<file path="src/vcp_consts.svh">
`ifndef VCP_CONSTS_SVH
`define VCP_CONSTS_SVH

// ==========================================================
// Clocking and timing
`define VCP_REF_CLK_MHZ 200
`define VCP_MCLK_LOSS_NS 2000
`define VCP_MCLK_LOSS_CYC ((`VCP_MCLK_LOSS_NS * `VCP_REF_CLK_MHZ) / 1000)
`define VCP_FRAME_LAST 8'hFF

// ==========================================================
// Word lengths
`define VCP_TX_LIN_LAST 5'h0C
`define VCP_TX_CMP_LAST 5'h07
`define VCP_RX_LIN_BITS 5'h10
`define VCP_RX_CMP_BITS 5'h08
`define VCP_GAIN_0DB 3'h1

// ==========================================================
// Mu-law arithmetic
`define VCP_MU_CLIP 14'h1FDE
`define VCP_MU_BIAS 14'h0021
`define VCP_MU_DEC_BIAS 16'h0084

// ==========================================================
// Register word indices (byte address = 4 * index)
`define VCP_IDX_CTRL 6'h00
`define VCP_IDX_TX_DATA 6'h01
`define VCP_IDX_RX_DATA 6'h02
`define VCP_IDX_STATUS 6'h03
`define VCP_IDX_GAIN 6'h04
`define VCP_CTRL_PD_BIT 0
`define VCP_ST_OVR_BIT 1
`define VCP_ST_FERR_BIT 2
`define VCP_RESP_OKAY 2'h0
`define VCP_RESP_SLVERR 2'h2

`endif

</file>
<file path="src/vcp_pkg.sv">
package vcp_pkg;
   // Receive word: {gain code[2:0], sample[12:0]}
   typedef logic [15:0] vcp_word_t;
   typedef enum logic [1:0] {
      VCP_TX_IDLE = 2'b00,
      VCP_TX_ARMED = 2'b01,
      VCP_TX_SHIFT = 2'b10
   } vcp_tx_state_t;
endpackage

</file>
<file path="src/vcp_stream_if.sv">
`timescale 1ns/1ps
`default_nettype none
interface vcp_stream_if;
   logic valid;
   logic ready;
   vcp_pkg::vcp_word_t data;
   modport src (output valid, output data, input ready);
   modport snk (input valid, input data, output ready);
endinterface
`default_nettype wire
</file>
<file path="src/vcp_fifo2.sv">
`timescale 1ns/1ps
`default_nettype none
module vcp_fifo2 (
   input wire logic i_clk,
   input wire logic i_rst_n,
   vcp_stream_if.snk fill,
   vcp_stream_if.src drain
);
   vcp_pkg::vcp_word_t mem_r [2];
   logic wr_ptr_r;
   logic rd_ptr_r;
   logic [1:0] count_r;
   logic push;
   logic pop;

   assign fill.ready = (count_r != 2'h2);
   assign drain.valid = (count_r != 2'h0);
   assign drain.data = mem_r[rd_ptr_r];
   assign push = fill.valid & fill.ready;
   assign pop = drain.valid & drain.ready;

   always_ff @(posedge i_clk or negedge i_rst_n) begin
      if (!i_rst_n) begin
         wr_ptr_r <= 1'b0;
         rd_ptr_r <= 1'b0;
         count_r <= 2'h0;
      end else begin
         if (push) wr_ptr_r <= ~wr_ptr_r;
         if (pop) rd_ptr_r <= ~rd_ptr_r;
         count_r <= count_r + {1'b0, push} - {1'b0, pop};
      end
   end

   always_ff @(posedge i_clk) begin
      if (push) mem_r[wr_ptr_r] <= fill.data;
   end
endmodule
`default_nettype wire

</file>
<file path="src/vcp_serial_port.sv">
// The register offsets and the AXI4-Lite slave port were chosen for this implementation.
`timescale 1ns/1ps
`default_nettype none
`include "vcp_consts.svh"

// How it works
// - Strobe rate 8 kHz; one sample per frame each direction.
// - Frame strobe is sampled on the falling master clock edge.
// - Receive bits are captured on falling master clock edges.
// - Transmit bits driven after rising edges; released after last falling edge.
// - Both directions send the most significant bit first.
// - Loss of master clock powers down and floats the transmit pin.
// - Power-down during a transmit word waits until the word ends.
// - Linear is 13-bit two's complement; companded is 8-bit mu-law.
// - Law select low picks linear, high picks companded.
// - Transmit mute high attenuates the microphone signal 80 dB.
// - Receive mute high mutes the receive channel.
// - Receive word: 8 bits companded; 13 sample plus 3 gain bits linear.
// - Gain code 000 is +3 dB, then 3 dB lower per step to -18 dB.
// - Companded mode uses fixed 0 dB receive gain, ignoring codes.
module vcp_serial_port (
   input wire logic i_ref_clk,
   input wire logic i_rst_n,
   input wire logic i_mclk,
   input wire logic i_frame_strobe,
   input wire logic i_serial_rx_in,
   input wire logic i_law_select_n,
   input wire logic i_tx_mute,
   input wire logic i_rx_mute,
   output logic o_serial_tx_out,
   output logic o_serial_tx_oe,
   output logic o_power_down,
   input wire logic [7:0] i_s_axi_awaddr,
   input wire logic i_s_axi_awvalid,
   output logic o_s_axi_awready,
   input wire logic [31:0] i_s_axi_wdata,
   input wire logic [3:0] i_s_axi_wstrb,
   input wire logic i_s_axi_wvalid,
   output logic o_s_axi_wready,
   output logic [1:0] o_s_axi_bresp,
   output logic o_s_axi_bvalid,
   input wire logic i_s_axi_bready,
   input wire logic [7:0] i_s_axi_araddr,
   input wire logic i_s_axi_arvalid,
   output logic o_s_axi_arready,
   output logic [31:0] o_s_axi_rdata,
   output logic [1:0] o_s_axi_rresp,
   output logic o_s_axi_rvalid,
   input wire logic i_s_axi_rready
);
   // ==========================================================
   // Conversion helpers
   function automatic logic [7:0] mu_encode(input logic [12:0] lin);
      logic [13:0] x;
      logic [13:0] mag;
      logic [2:0] seg;
      logic [3:0] man;
      x = {lin, 1'b0};
      mag = x[13] ? 14'(~x + 14'h0001) : x;
      if (mag > `VCP_MU_CLIP) mag = `VCP_MU_CLIP;
      mag = mag + `VCP_MU_BIAS;
      seg = 3'h0;
      for (int i = 5; i < 13; i++) begin
         if (mag[i]) seg = 3'(i - 5);
      end
      man = mag[4'(seg) + 4'h1 +: 4];
      return ~{x[13], seg, man};
   endfunction

   function automatic logic [12:0] mu_decode(input logic [7:0] code);
      logic [7:0] t;
      logic [15:0] val;
      logic [12:0] mag;
      t = ~code;
      val = (({12'h000, t[3:0]} << 3) + `VCP_MU_DEC_BIAS) << t[6:4];
      val = val - `VCP_MU_DEC_BIAS;
      mag = val[15:3];
      return t[7] ? 13'(~mag + 13'h0001) : mag;
   endfunction

   function automatic logic signed [7:0] gain_db(input logic [2:0] code);
      return 8'sh03 - 8'sh03 * $signed({5'h00, code});
   endfunction

   // ==========================================================
   // Reset release and pin synchronisers
   logic [1:0] rst_sync_r;
   logic rst_n;
   logic [5:0] pin_s1_r;
   logic [5:0] pin_s2_r;
   logic mclk_d_r;

   always_ff @(posedge i_ref_clk or negedge i_rst_n) begin
      if (!i_rst_n) rst_sync_r <= 2'h0;
      else rst_sync_r <= {rst_sync_r[0], 1'b1};
   end
   assign rst_n = rst_sync_r[1];

   always_ff @(posedge i_ref_clk or negedge rst_n) begin
      if (!rst_n) begin
         pin_s1_r <= 6'h00;
         pin_s2_r <= 6'h00;
         mclk_d_r <= 1'b0;
      end else begin
         pin_s1_r <= {i_mclk, i_frame_strobe, i_serial_rx_in,
                      i_law_select_n, i_tx_mute, i_rx_mute};
         pin_s2_r <= pin_s1_r;
         mclk_d_r <= pin_s2_r[5];
      end
   end

   logic mclk_rise;
   logic mclk_fall;
   logic strobe_s;
   logic rx_bit_s;
   logic linear_s;
   logic tx_mute_s;
   logic rx_mute_s;
   assign mclk_rise = pin_s2_r[5] & ~mclk_d_r;
   assign mclk_fall = ~pin_s2_r[5] & mclk_d_r;
   assign strobe_s = pin_s2_r[4];
   assign rx_bit_s = pin_s2_r[3];
   assign linear_s = ~pin_s2_r[2];
   assign tx_mute_s = pin_s2_r[1];
   assign rx_mute_s = pin_s2_r[0];

   // ==========================================================
   // Clock loss, power-down and frame spacing
   logic [11:0] loss_cnt_r;
   logic clk_lost_r;
   logic pd_r;
   logic ctrl_pd_r;
   logic [7:0] fr_cnt_r;
   logic fr_seen_r;
   logic frame_err_r;
   logic lin_frame_r;
   logic frame_start;
   logic tx_idle;
   logic rx_active_r;
   vcp_pkg::vcp_tx_state_t tx_state_r;

   // Frames start only on a sampled strobe and only while powered
   assign frame_start = mclk_fall & strobe_s & ~ctrl_pd_r & ~clk_lost_r;
   assign tx_idle = (tx_state_r == vcp_pkg::VCP_TX_IDLE);

   always_ff @(posedge i_ref_clk or negedge rst_n) begin
      if (!rst_n) begin
         loss_cnt_r <= 12'h000;
         clk_lost_r <= 1'b0;
         pd_r <= 1'b0;
      end else begin
         if (mclk_rise | mclk_fall) loss_cnt_r <= 12'h000;
         else if (!clk_lost_r) loss_cnt_r <= loss_cnt_r + 12'h001;
         clk_lost_r <= (loss_cnt_r >= 12'(`VCP_MCLK_LOSS_CYC));
         pd_r <= clk_lost_r | (ctrl_pd_r & tx_idle & ~rx_active_r);
      end
   end

   // Spacing is checked, not enforced: a short frame still restarts the word
   always_ff @(posedge i_ref_clk or negedge rst_n) begin
      if (!rst_n) begin
         fr_cnt_r <= 8'h00;
         fr_seen_r <= 1'b0;
         lin_frame_r <= 1'b0;
      end else if (frame_start) begin
         fr_cnt_r <= 8'h00;
         fr_seen_r <= 1'b1;
         lin_frame_r <= linear_s;
      end else if (mclk_fall) begin
         fr_cnt_r <= fr_cnt_r + 8'h01;
      end
   end

   logic frame_bad;
   logic ferr_clr;
   assign frame_bad = frame_start & fr_seen_r & (fr_cnt_r != `VCP_FRAME_LAST);

   // ==========================================================
   // Transmit shifter
   logic [12:0] tx_sr_r;
   logic [4:0] tx_cnt_r;
   logic tx_out_r;
   logic tx_oe_r;
   logic [12:0] tx_data_r;
   logic [12:0] tx_lin;
   logic [12:0] tx_load;
   assign tx_lin = tx_mute_s ? 13'h0000 : tx_data_r;
   assign tx_load = lin_frame_r ? tx_lin : {mu_encode(tx_lin), 5'h00};

   always_ff @(posedge i_ref_clk or negedge rst_n) begin
      if (!rst_n) begin
         tx_state_r <= vcp_pkg::VCP_TX_IDLE;
         tx_sr_r <= 13'h0000;
         tx_cnt_r <= 5'h00;
         tx_out_r <= 1'b0;
         tx_oe_r <= 1'b0;
      end else if (clk_lost_r) begin
         tx_state_r <= vcp_pkg::VCP_TX_IDLE;
         tx_out_r <= 1'b0;
         tx_oe_r <= 1'b0;
      end else begin
         unique case (tx_state_r)
            vcp_pkg::VCP_TX_IDLE: begin
               if (frame_start) tx_state_r <= vcp_pkg::VCP_TX_ARMED;
            end
            vcp_pkg::VCP_TX_ARMED: begin
               if (mclk_rise) begin
                  tx_sr_r <= {tx_load[11:0], 1'b0};
                  tx_out_r <= tx_load[12];
                  tx_oe_r <= 1'b1;
                  tx_cnt_r <= lin_frame_r ? `VCP_TX_LIN_LAST : `VCP_TX_CMP_LAST;
                  tx_state_r <= vcp_pkg::VCP_TX_SHIFT;
               end
            end
            vcp_pkg::VCP_TX_SHIFT: begin
               if (mclk_fall && tx_cnt_r == 5'h00) begin
                  tx_oe_r <= 1'b0;
                  tx_out_r <= 1'b0;
                  tx_state_r <= vcp_pkg::VCP_TX_IDLE;
               end else if (mclk_rise) begin
                  tx_out_r <= tx_sr_r[12];
                  tx_sr_r <= {tx_sr_r[11:0], 1'b0};
                  tx_cnt_r <= tx_cnt_r - 5'h01;
               end
            end
            default: tx_state_r <= vcp_pkg::VCP_TX_IDLE;
         endcase
      end
   end

   // ==========================================================
   // Receive shifter
   logic [15:0] rx_sr_r;
   logic [4:0] rx_cnt_r;
   logic rx_push_r;
   vcp_pkg::vcp_word_t rx_word_r;
   logic rx_done;
   logic [15:0] rx_sr_nxt;
   logic [12:0] rx_sample;
   logic [2:0] rx_gain;
   assign rx_sr_nxt = {rx_sr_r[14:0], rx_bit_s};
   assign rx_done = rx_active_r & mclk_fall & (rx_cnt_r == 5'h01);
   assign rx_sample = rx_mute_s ? 13'h0000 :
                      lin_frame_r ? rx_sr_nxt[15:3] : mu_decode(rx_sr_nxt[7:0]);
   assign rx_gain = lin_frame_r ? rx_sr_nxt[2:0] : `VCP_GAIN_0DB;

   always_ff @(posedge i_ref_clk or negedge rst_n) begin
      if (!rst_n) begin
         rx_active_r <= 1'b0;
         rx_sr_r <= 16'h0000;
         rx_cnt_r <= 5'h00;
         rx_push_r <= 1'b0;
         rx_word_r <= 16'h0000;
      end else begin
         rx_push_r <= 1'b0;
         if (clk_lost_r) begin
            rx_active_r <= 1'b0;
         end else if (frame_start) begin
            rx_active_r <= 1'b1;
            rx_cnt_r <= linear_s ? `VCP_RX_LIN_BITS : `VCP_RX_CMP_BITS;
         end else if (rx_active_r && mclk_fall) begin
            rx_sr_r <= rx_sr_nxt;
            rx_cnt_r <= rx_cnt_r - 5'h01;
            if (rx_done) begin
               rx_active_r <= 1'b0;
               rx_push_r <= 1'b1;
               rx_word_r <= {rx_gain, rx_sample};
            end
         end
      end
   end

   // ==========================================================
   // Receive buffer: two words absorb a slow reader
   vcp_stream_if rx_in ();
   vcp_stream_if rx_out ();
   logic overrun_r;
   logic ovr_clr;
   logic rx_pop;
   assign rx_in.valid = rx_push_r;
   assign rx_in.data = rx_word_r;
   assign rx_out.ready = rx_pop;

   vcp_fifo2 u_rx_buf (
      .i_clk(i_ref_clk),
      .i_rst_n(rst_n),
      .fill(rx_in.snk),
      .drain(rx_out.src)
   );

   // ==========================================================
   // AXI4-Lite slave
   logic awready_r;
   logic wready_r;
   logic bvalid_r;
   logic [1:0] bresp_r;
   logic arready_r;
   logic rvalid_r;
   logic [1:0] rresp_r;
   logic [31:0] rdata_r;
   logic [5:0] aw_idx_r;
   logic [31:0] wdata_r;
   logic [3:0] wstrb_r;
   logic [2:0] last_gain_r;
   logic wr_do;
   logic wr_ctrl;
   logic wr_tx;
   logic wr_stat;
   logic ar_take;
   logic [5:0] rd_idx;
   logic [31:0] status_word;
   logic [31:0] rd_mux;
   logic rd_ok;

   assign wr_do = ~awready_r & ~wready_r & ~bvalid_r;
   assign wr_ctrl = wr_do & (aw_idx_r == `VCP_IDX_CTRL);
   assign wr_tx = wr_do & (aw_idx_r == `VCP_IDX_TX_DATA);
   assign wr_stat = wr_do & (aw_idx_r == `VCP_IDX_STATUS) & wstrb_r[0];
   assign ovr_clr = wr_stat & wdata_r[`VCP_ST_OVR_BIT];
   assign ferr_clr = wr_stat & wdata_r[`VCP_ST_FERR_BIT];
   assign ar_take = i_s_axi_arvalid & arready_r;
   assign rd_idx = i_s_axi_araddr[7:2];
   assign rx_pop = ar_take & (rd_idx == `VCP_IDX_RX_DATA);
   assign rd_ok = (rd_idx <= `VCP_IDX_GAIN);
   assign status_word = {23'h000000, ~tx_idle, rx_mute_s, tx_mute_s, linear_s,
                         clk_lost_r, pd_r, frame_err_r, overrun_r, rx_out.valid};
   assign rd_mux = (rd_idx == `VCP_IDX_CTRL) ? {31'h00000000, ctrl_pd_r} :
                   (rd_idx == `VCP_IDX_TX_DATA) ? {19'h00000, tx_data_r} :
                   (rd_idx == `VCP_IDX_RX_DATA) ? {15'h0000, rx_out.valid, rx_out.data} :
                   (rd_idx == `VCP_IDX_STATUS) ? status_word :
                   (rd_idx == `VCP_IDX_GAIN) ? {24'h000000, gain_db(last_gain_r)} :
                   32'h00000000;

   always_ff @(posedge i_ref_clk or negedge rst_n) begin
      if (!rst_n) begin
         awready_r <= 1'b1;
         wready_r <= 1'b1;
         bvalid_r <= 1'b0;
         bresp_r <= `VCP_RESP_OKAY;
         aw_idx_r <= 6'h00;
         wdata_r <= 32'h00000000;
         wstrb_r <= 4'h0;
      end else begin
         if (i_s_axi_awvalid && awready_r) begin
            awready_r <= 1'b0;
            aw_idx_r <= i_s_axi_awaddr[7:2];
         end
         if (i_s_axi_wvalid && wready_r) begin
            wready_r <= 1'b0;
            wdata_r <= i_s_axi_wdata;
            wstrb_r <= i_s_axi_wstrb;
         end
         if (wr_do) begin
            bvalid_r <= 1'b1;
            bresp_r <= (aw_idx_r <= `VCP_IDX_GAIN) ? `VCP_RESP_OKAY : `VCP_RESP_SLVERR;
         end else if (bvalid_r && i_s_axi_bready) begin
            bvalid_r <= 1'b0;
            awready_r <= 1'b1;
            wready_r <= 1'b1;
         end
      end
   end

   always_ff @(posedge i_ref_clk or negedge rst_n) begin
      if (!rst_n) begin
         arready_r <= 1'b1;
         rvalid_r <= 1'b0;
         rresp_r <= `VCP_RESP_OKAY;
         rdata_r <= 32'h00000000;
      end else if (ar_take) begin
         arready_r <= 1'b0;
         rvalid_r <= 1'b1;
         rdata_r <= rd_mux;
         rresp_r <= rd_ok ? `VCP_RESP_OKAY : `VCP_RESP_SLVERR;
      end else if (rvalid_r && i_s_axi_rready) begin
         rvalid_r <= 1'b0;
         arready_r <= 1'b1;
      end
   end

   // Register fields; a hardware set wins over a same-cycle clear
   always_ff @(posedge i_ref_clk or negedge rst_n) begin
      if (!rst_n) begin
         ctrl_pd_r <= 1'b0;
         tx_data_r <= 13'h0000;
         overrun_r <= 1'b0;
         frame_err_r <= 1'b0;
         last_gain_r <= `VCP_GAIN_0DB;
      end else begin
         if (wr_ctrl && wstrb_r[0]) ctrl_pd_r <= wdata_r[`VCP_CTRL_PD_BIT];
         if (wr_tx && wstrb_r[0]) tx_data_r[7:0] <= wdata_r[7:0];
         if (wr_tx && wstrb_r[1]) tx_data_r[12:8] <= wdata_r[12:8];
         overrun_r <= (rx_in.valid & ~rx_in.ready) | (overrun_r & ~ovr_clr);
         frame_err_r <= frame_bad | (frame_err_r & ~ferr_clr);
         if (rx_push_r) last_gain_r <= rx_word_r[15:13];
      end
   end

   // ==========================================================
   // Outputs
   assign o_serial_tx_out = tx_out_r;
   assign o_serial_tx_oe = tx_oe_r;
   assign o_power_down = pd_r;
   assign o_s_axi_awready = awready_r;
   assign o_s_axi_wready = wready_r;
   assign o_s_axi_bvalid = bvalid_r;
   assign o_s_axi_bresp = bresp_r;
   assign o_s_axi_arready = arready_r;
   assign o_s_axi_rvalid = rvalid_r;
   assign o_s_axi_rresp = rresp_r;
   assign o_s_axi_rdata = rdata_r;
endmodule
`default_nettype wire

</file>
<file path="config.mk">
export PLATFORM = sky130hd
export DESIGN_NAME = vcp_serial_port
export DESIGN_NICKNAME = d
export VERILOG_FILES = /design/src/vcp_pkg.sv /design/src/vcp_stream_if.sv /design/src/vcp_fifo2.sv /design/src/vcp_serial_port.sv
export VERILOG_INCLUDE_DIRS = /design/src
export SDC_FILE = /design/constraint.sdc
export NUM_CORES = 1
export LEC_CHECK = 0
export BUFFER_PORTS_ARGS = -buffer_cell sky130_fd_sc_hd__buf_4
export CORE_MARGIN = 4
export CORE_UTILIZATION = 36
export CTS_CLUSTER_DIAMETER = 100
export DETAILED_ROUTE_END_ITERATION = 8
export MAX_ROUTING_LAYER = met4
export PLACE_DENSITY = 0.54
export SLEW_MARGIN = 30
export SYNTH_ARGS = -nofsm -noshare
export SYNTH_HDL_FRONTEND = slang
export SYNTH_SLANG_ARGS = --single-unit
</file>
<file path="constraint.sdc">
create_clock -name i_ref_clk -period 10.4 [get_ports i_ref_clk]
set_input_delay 0.52 -clock i_ref_clk [delete_from_list [all_inputs] [get_ports i_ref_clk]]
set_output_delay 0.52 -clock i_ref_clk [all_outputs]
set_load 0.05 [all_outputs]
</file>
==> Word-level counts from Yosys, hierarchy flattened <==
Memories as Yosys holds them, arrays and structs flattened.
Index checks and enable logic that the tools add are counted.
{ "totals": {"regBits": 184, "ramBits": 32, "input_bits": 65, "output_inout_bits": 44, "word_cells": 234, "n_memories": 1} }
{ "mem_list": {"columns": ["memory", "depth", "word_bits", "rd", "rd_clocked_by_memory_dff", "wr", "line_no", "source"], "rows": [
  ["u_rx_buf.mem_r", 2, 16, 1, 0, 1, "vcp_fifo2.sv:9", "vcp_pkg::vcp_word_t mem_r [2];"]
]} }
{ "classes": {"addsub": 13, "n_mul": 1, "order_cmp": 4, "n_eq_ne": 19, "shifts": 2, "muxes": 74, "n_bitwise": 50, "n_reduce_logical": 30} }
{ "ops": {"columns": ["cell", "n"], "rows": [
  ["$mux W13", 8],
  ["$mux W17", 3],
  ["$mux W1", 30],
  ["$mux W5", 6],
  ["$mux W14", 2],
  ["$and A1 B1 Y1", 26],
  ["$pmux W13 S2", 1],
  ["$mux W12", 2],
  ["$mux W8", 3],
  ["$mux W3", 7],
  ["$eq A6 B2 Y1 const B", 3],
  ["$not A1 Y1", 16],
  ["$not A8 Y8", 2],
  ["$shl A9 B3 Y16", 1],
  ["$sub A16 B8 Y16 const B", 1],
  ["$add A14 B1 Y14 const B", 1],
  ["$add A14 B6 Y14 const B", 1],
  ["$gt A14 B13 Y1 const B", 1],
  ["$not A14 Y14", 1],
  ["$shiftx A14 B5 Y4", 1],
  ["$add A13 B1 Y13 const B", 1],
  ["$not A13 Y13", 1],
  ["$add A12 B1 Y12 const B", 1],
  ["$eq A6 B1 Y1 const B", 2],
  ["other kinds (36)", 72]
]} }

==> Depth between registers and ports, before layout <==
{ "logic_depth": {"depth_word": 21, "ltp_mapped": 20, "ltp_nobuf": 19} }

==> By module <==
A second synthesis with hierarchy kept.
{ "unflattened": {"hier_cells": 1005, "area_unflattened_um2": 10492.6} }
{ "by_module_without_submodules": {"columns": ["mod", "n_inst", "cells_each", "area_per_inst_um2", "seq_area_each_um2"], "rows": [
  ["vcp_serial_port", 1, 938, 9130.0, 4058.9],
  ["vcp_fifo2", 1, 67, 1362.6, 1061.0]
]} }

==> Least setup slack after synthesis <==
No wires, ideal clock.
{ "synth_timing": {"path_type": "flip-flop to flip-flop", "start": "register pin_s2_r[1]", "end": "register tx_sr_r[9]", "setup_ns": 0.133, "t_arrival_ns": 4.676, "t_required_ns": 10.267, "path_slack_ns": 5.591, "path_stages_with_launch": 21, "path_buffers": 1, "synth_period_minus_slack_ns": 4.809, "cell_sequence": "dfrtp_1 clkbuf_1 clkinv_1 nand2_1 ha_1 or3b_4 a22o_1 o32a_1 or3_4 o21a_4 nand3_1 inv_1 ha_1 o311ai_0 xnor2_1 o22ai_1 a31o_2 a22oi_4 mux2_4 o211ai_1 a31oi_1"} }
{ "synth_between": {"elab_chain_len": 20} }
{ "synth_lines": {"columns": ["item", "line_no", "source"], "rows": [
  ["from (decl)", "vcp_serial_port.sv:90", "logic [5:0] pin_s2_r;"],
  ["from (signal assigned)", "vcp_serial_port.sv:107", "pin_s2_r <= pin_s1_r;"],
  ["$mux W13 (*)", "vcp_serial_port.sv:187", "assign tx_lin = tx_mute_s ? 13'h0000 : tx_data_r;"],
  ["$not A14 Y14", "vcp_serial_port.sv:59", "mag = x[13] ? 14'(~x + 14'h0001) : x;"],
  ["$add A14 B1 Y14", "vcp_serial_port.sv:59", null],
  ["$mux W14", "vcp_serial_port.sv:59", null],
  ["$gt A14 B13 Y1 (no source line)", null, null],
  ["$mux W14", "vcp_serial_port.sv:60", "if (mag > `VCP_MU_CLIP) mag = `VCP_MU_CLIP;"],
  ["$add A14 B6 Y14 (no source line)", null, null],
  ["$mux W1", "vcp_serial_port.sv:64", "if (mag[i]) seg = 3'(i - 5);"],
  ["$mux W3 (6 in a row)", "vcp_serial_port.sv:64", null],
  ["$add A3 B1 Y4", "vcp_serial_port.sv:66", "man = mag[4'(seg) + 4'h1 +: 4];"],
  ["$shiftx A14 B5 Y4", "vcp_serial_port.sv:66", null],
  ["$not A8 Y8", "vcp_serial_port.sv:67", "return ~{x[13], seg, man};"],
  ["$mux W13 (*)", "vcp_serial_port.sv:188", "assign tx_load = lin_frame_r ? tx_lin : {mu_encode(tx_lin), 5'h00};"],
  ["$mux W13 (*)", "vcp_serial_port.sv:207", "if (mclk_rise) begin"],
  ["$pmux W13 S2 (*)", "vcp_serial_port.sv:202", "unique case (tx_state_r)"],
  ["to (signal assigned)", "vcp_serial_port.sv:208", "tx_sr_r <= {tx_load[11:0], 1'b0};"],
  ["to (signal assigned)", "vcp_serial_port.sv:222", "tx_sr_r <= {tx_sr_r[11:0], 1'b0};"],
  ["to (decl)", "vcp_serial_port.sv:180", "logic [12:0] tx_sr_r;"]
]} }
Mark *: on every way between the ends. The rest lies on a longest branch, timed or not. The select of a mux whose other input is x is not followed.
A chain may end at the register's enable or synchronous reset.

==> Worst setup path after layout <==
{ "layout_timing": {"start": "register pin_s2_r[1]", "end": "register tx_sr_r[7]"} }
Same word-level chain as after synthesis.

==> qor.yml <==
yosys:
  synth_area_leaders: "dfrtp_1 (39%), edfxtp_1 (9.2%), mux2_2 (5.6%)"
  synth.top_cell.area_share: 0.390
  synth.area.mux_share: 0.0896
  synth_ff_type: "dfrtp_1"
  ys.warnings.count: 0
  synth_top_cell_by_area: "dfrtp_1"
  synth_compound_area_frac: 0.158
  yosys.area_share.simple: 0.146
  synthArstFlopShare: 0.838
  seq_area_frac_synth: 0.493
  synth_top_family_by_area: "compound AO/OA/AOI/OAI gates"
  syn_area_per_cell_sq_um: 10.1
  netlist_instances: 1025
  synth_xor_area_frac: 0.0405
  synth_adder_area_share: 0.0255
  ys_ff_latch: 198
  synth_area_sq_um: 10400
  ys_types: 80
  synth_edf_count: 32
final_layout:
  final_util: 0.419
  drive_gt1_frac: 0.173
  multi_input_area_sq_um: 4840
  areaGrowthSynthToFinish_pct: 13.6
  n_fill_cell: 2729
  finalNonFillerCells: 1456
  finalNetCount: 1150
  seq_area_sq_um: 5120
  antenna_cells: 0
flow_run:
  maxCapViolCount: 0
detailed_routing:
  route.detailed.drc: 0
  viasPerCell: 5.11
  wl_per_cell_um: 15.8
  finalWirelength_um: 23000
  ant_nets: 0
  drt_iter0_markers: 562
  firstDrtPassIters: 5
  vias: 7434
clock_network:
  h-tree-depth: 4
  post_cts_resized: 0
  post-cts-setup-buffer-count: 0
  cts_buffer_depth: 2
  cts.sinks: 198
  clk_latency_ps: 430
  cts_root_buf: "clkbuf_16"
  cts_made_buffers: 17
  path_clk_slew_ps: 70
  cts_tree: "built"
global_routing:
  grt_usage: 0.152
  gr-total-overflow: 0
  grt_pass1_vias: 7191
  antenna_found_initial: 0
  grt_max_degree: 51
  grt_pass1_wl_um: 37600
floorplan:
  ios: 109
  start_util: 0.369
  die_x_um: 178
  die-area_sq_um: 31600
  die_height_um: 178
  core_sq_um: 28200
  rows: 61
sta:
  setup-tns-final_ps: 0
  drv_slew: 0
  rsz0062_at_grt: "false"
  period_share: 0.550
  slew_headroom: 0.380
  fmax_ghz: 0.175
  period_minus_slack_ps: 5720
  skew_ps: 12.1
  finalHoldViolCount: 0
  finalWorstSetupSlack_ps: 4680
  setup_violations: 0
  worstMarginPinSlew_ps: 930
power_and_ir_drop:
  ir_drop_mv: 0.134
  power_density_nw_per_um2: 317
  power.leakage_nw: 5.01
placed_design:
  dp.final_hpwl_um: 16600
  gp_congestion: 0.841
  io_buffers: 66
  pre_cts_slack_ps: 4790
  place_inst: 1423
setup_path:
  worstSetupPathType: "reg -> reg"
  worst_setup_path_end_kind: "flop"
  required_ps: 10710
  crit_arrival_ps: 6030
  r2r_cells: 19
  worstPathMaxFanout: 17
  critPathLaunchType: "flop"
worst_hold_path:
  hold_path.class: "in -> reg"
  hold_depth: 1
status:
  status: "completed"
[state kept, by name, summed over array words and instances, names as in the netlist, 2 cells and up]
register	flops
aw_idx_r	6
fr_cnt_r	8
last_gain_r	3
loss_cnt_r	12
o_s_axi_rdata	17
pin_s1_r	6
pin_s2_r	6
rst_sync_r	2
rx_cnt_r	5
rx_in.data	16
rx_sr_r	15
tx_cnt_r	5
tx_data_r	13
tx_sr_r	12
tx_state_r	2
u_rx_buf.count_r	2
u_rx_buf.mem_r	32
wdata_r	13
wstrb_r	2
[cells in the mapped netlist (24+ instances only)]
cell / n
dfrtp_1: 162
nand3_1: 24
xnor2_1: 27
nand2_1: 111
clkbuf_1: 48
inv_1: 36
edfxtp_1: 32
nor2_1: 61
a21oi_1: 36
o21ai_0: 97
mux2i_1: 33
mux2_2: 52
[worst max-delay path, stage by stage (launching register included)]
cell,delay [ps]
dfrtp_1,320
buf_4,210
clkinv_1,330
nand2_1,250
ha_1,250
or3b_4,430
o311ai_0,460
o31ai_1,240
or3_4,410
o21a_4,260
o21ai_0,80
ha_1,340
o311ai_0,250
xnor2_1,190
o22ai_1,500
nand2b_1,260
o21a_1,290
o311ai_0,220
a31oi_1,190
o21ai_0,100
[final timing paths]
| path | slack [ps] | from | end |
|---|---|---|---|
| setup / recovery | 4680 | pin_s2_r[1]$_DFF_PN0_ | tx_sr_r[7]$_DFFE_PN0P_ |
| hold / removal | 190 | i_serial_rx_in | pin_s1_r[3]$_DFF_PN0_ |
| setup reg to reg | 4680 | pin_s2_r[1]$_DFF_PN0_ | tx_sr_r[7]$_DFFE_PN0P_ |
| hold reg to reg | 350 | rst_sync_r[1]$_DFF_PN0_ | loss_cnt_r[9]$_DFFE_PN0P_ |
| max in group asynchronous | 8560 | rst_sync_r[1]$_DFF_PN0_ | u_rx_buf.wr_ptr_r$_DFFE_PN0P_ |
| min in group asynchronous | 350 | rst_sync_r[1]$_DFF_PN0_ | loss_cnt_r[9]$_DFFE_PN0P_ |
[area by class of cell]
type / instances / share of cell area
clock buffer: 23 / 0.0413
clock inverter: 9 / 0.0119
inverter: 38 / 0.0121
multi-input combinational: 733 / 0.410
sequential: 198 / 0.434
tap: 378 / 0.0401
timing repair buffer: 77 / 0.0502
[cell families (layout without fill, tap and decap cells)]
family,count (synthesis),count (layout)
DFF,198,198
adders and majority gates,20,20
xor gates and xnor gates,48,48
AOI/OAI and AO/OA,253,253
other,2,18
and+or+nand+nor,308,308
buffers and inverters,110,147
muxes,86,86
[routing by layer]
metal	GRT usage	vias to the layer above	share of wire
met3	0.0273	16	0.023
met1	0.207	3632	0.49
met2	0.238	80	0.47
met4	0.0345	0	0.011
li1	-	3706	-
met5	-	-	0
[cell usage in the layout, fill, tap and decap left out, drive strengths merged, types with 6 or more instances in the layout]
cell    instances
a21oi          36
a22o           13
a22oi          11
a31oi          15
and2           14
and3            9
buf            76
clkbuf         23
conb           18
dfrtp         162
edfxtp         32
ha             18
inv            38
mux2           53
mux2i          33
nand2         111
nand2b          9
nand3          24
nor2           61
nor2b          12
nor3           23
nor3b           6
o211ai          6
o21a            8
o21ai          99
o22a            7
o22ai           8
o31ai           9
or2             6
or3             9
xnor2          27
xor2           21
[where the power goes]
group          internal (W)  switching, W
combinational      0.000755       0.00103
sequential         0.000996      0.000256
clock              0.000408      0.000293
[stage by stage]
step                power [W]  hold slack (ps)  cell area, sq um
finish                0.00374              189             11800
global route          0.00403              165             11800
CTS                   0.00376              170             11800
detailed placement    0.00305              306             11200
global placement      0.00303              304             11100
floorplan             0.00264              224             10500
[repair_timing]
action                     4_1_cts  5_1_grt
setup endpoints to repair        0        0
hold endpoints to repair         2        0
hold buffers                     1        0
Note: power is estimated with default switching activity, not from simulation.
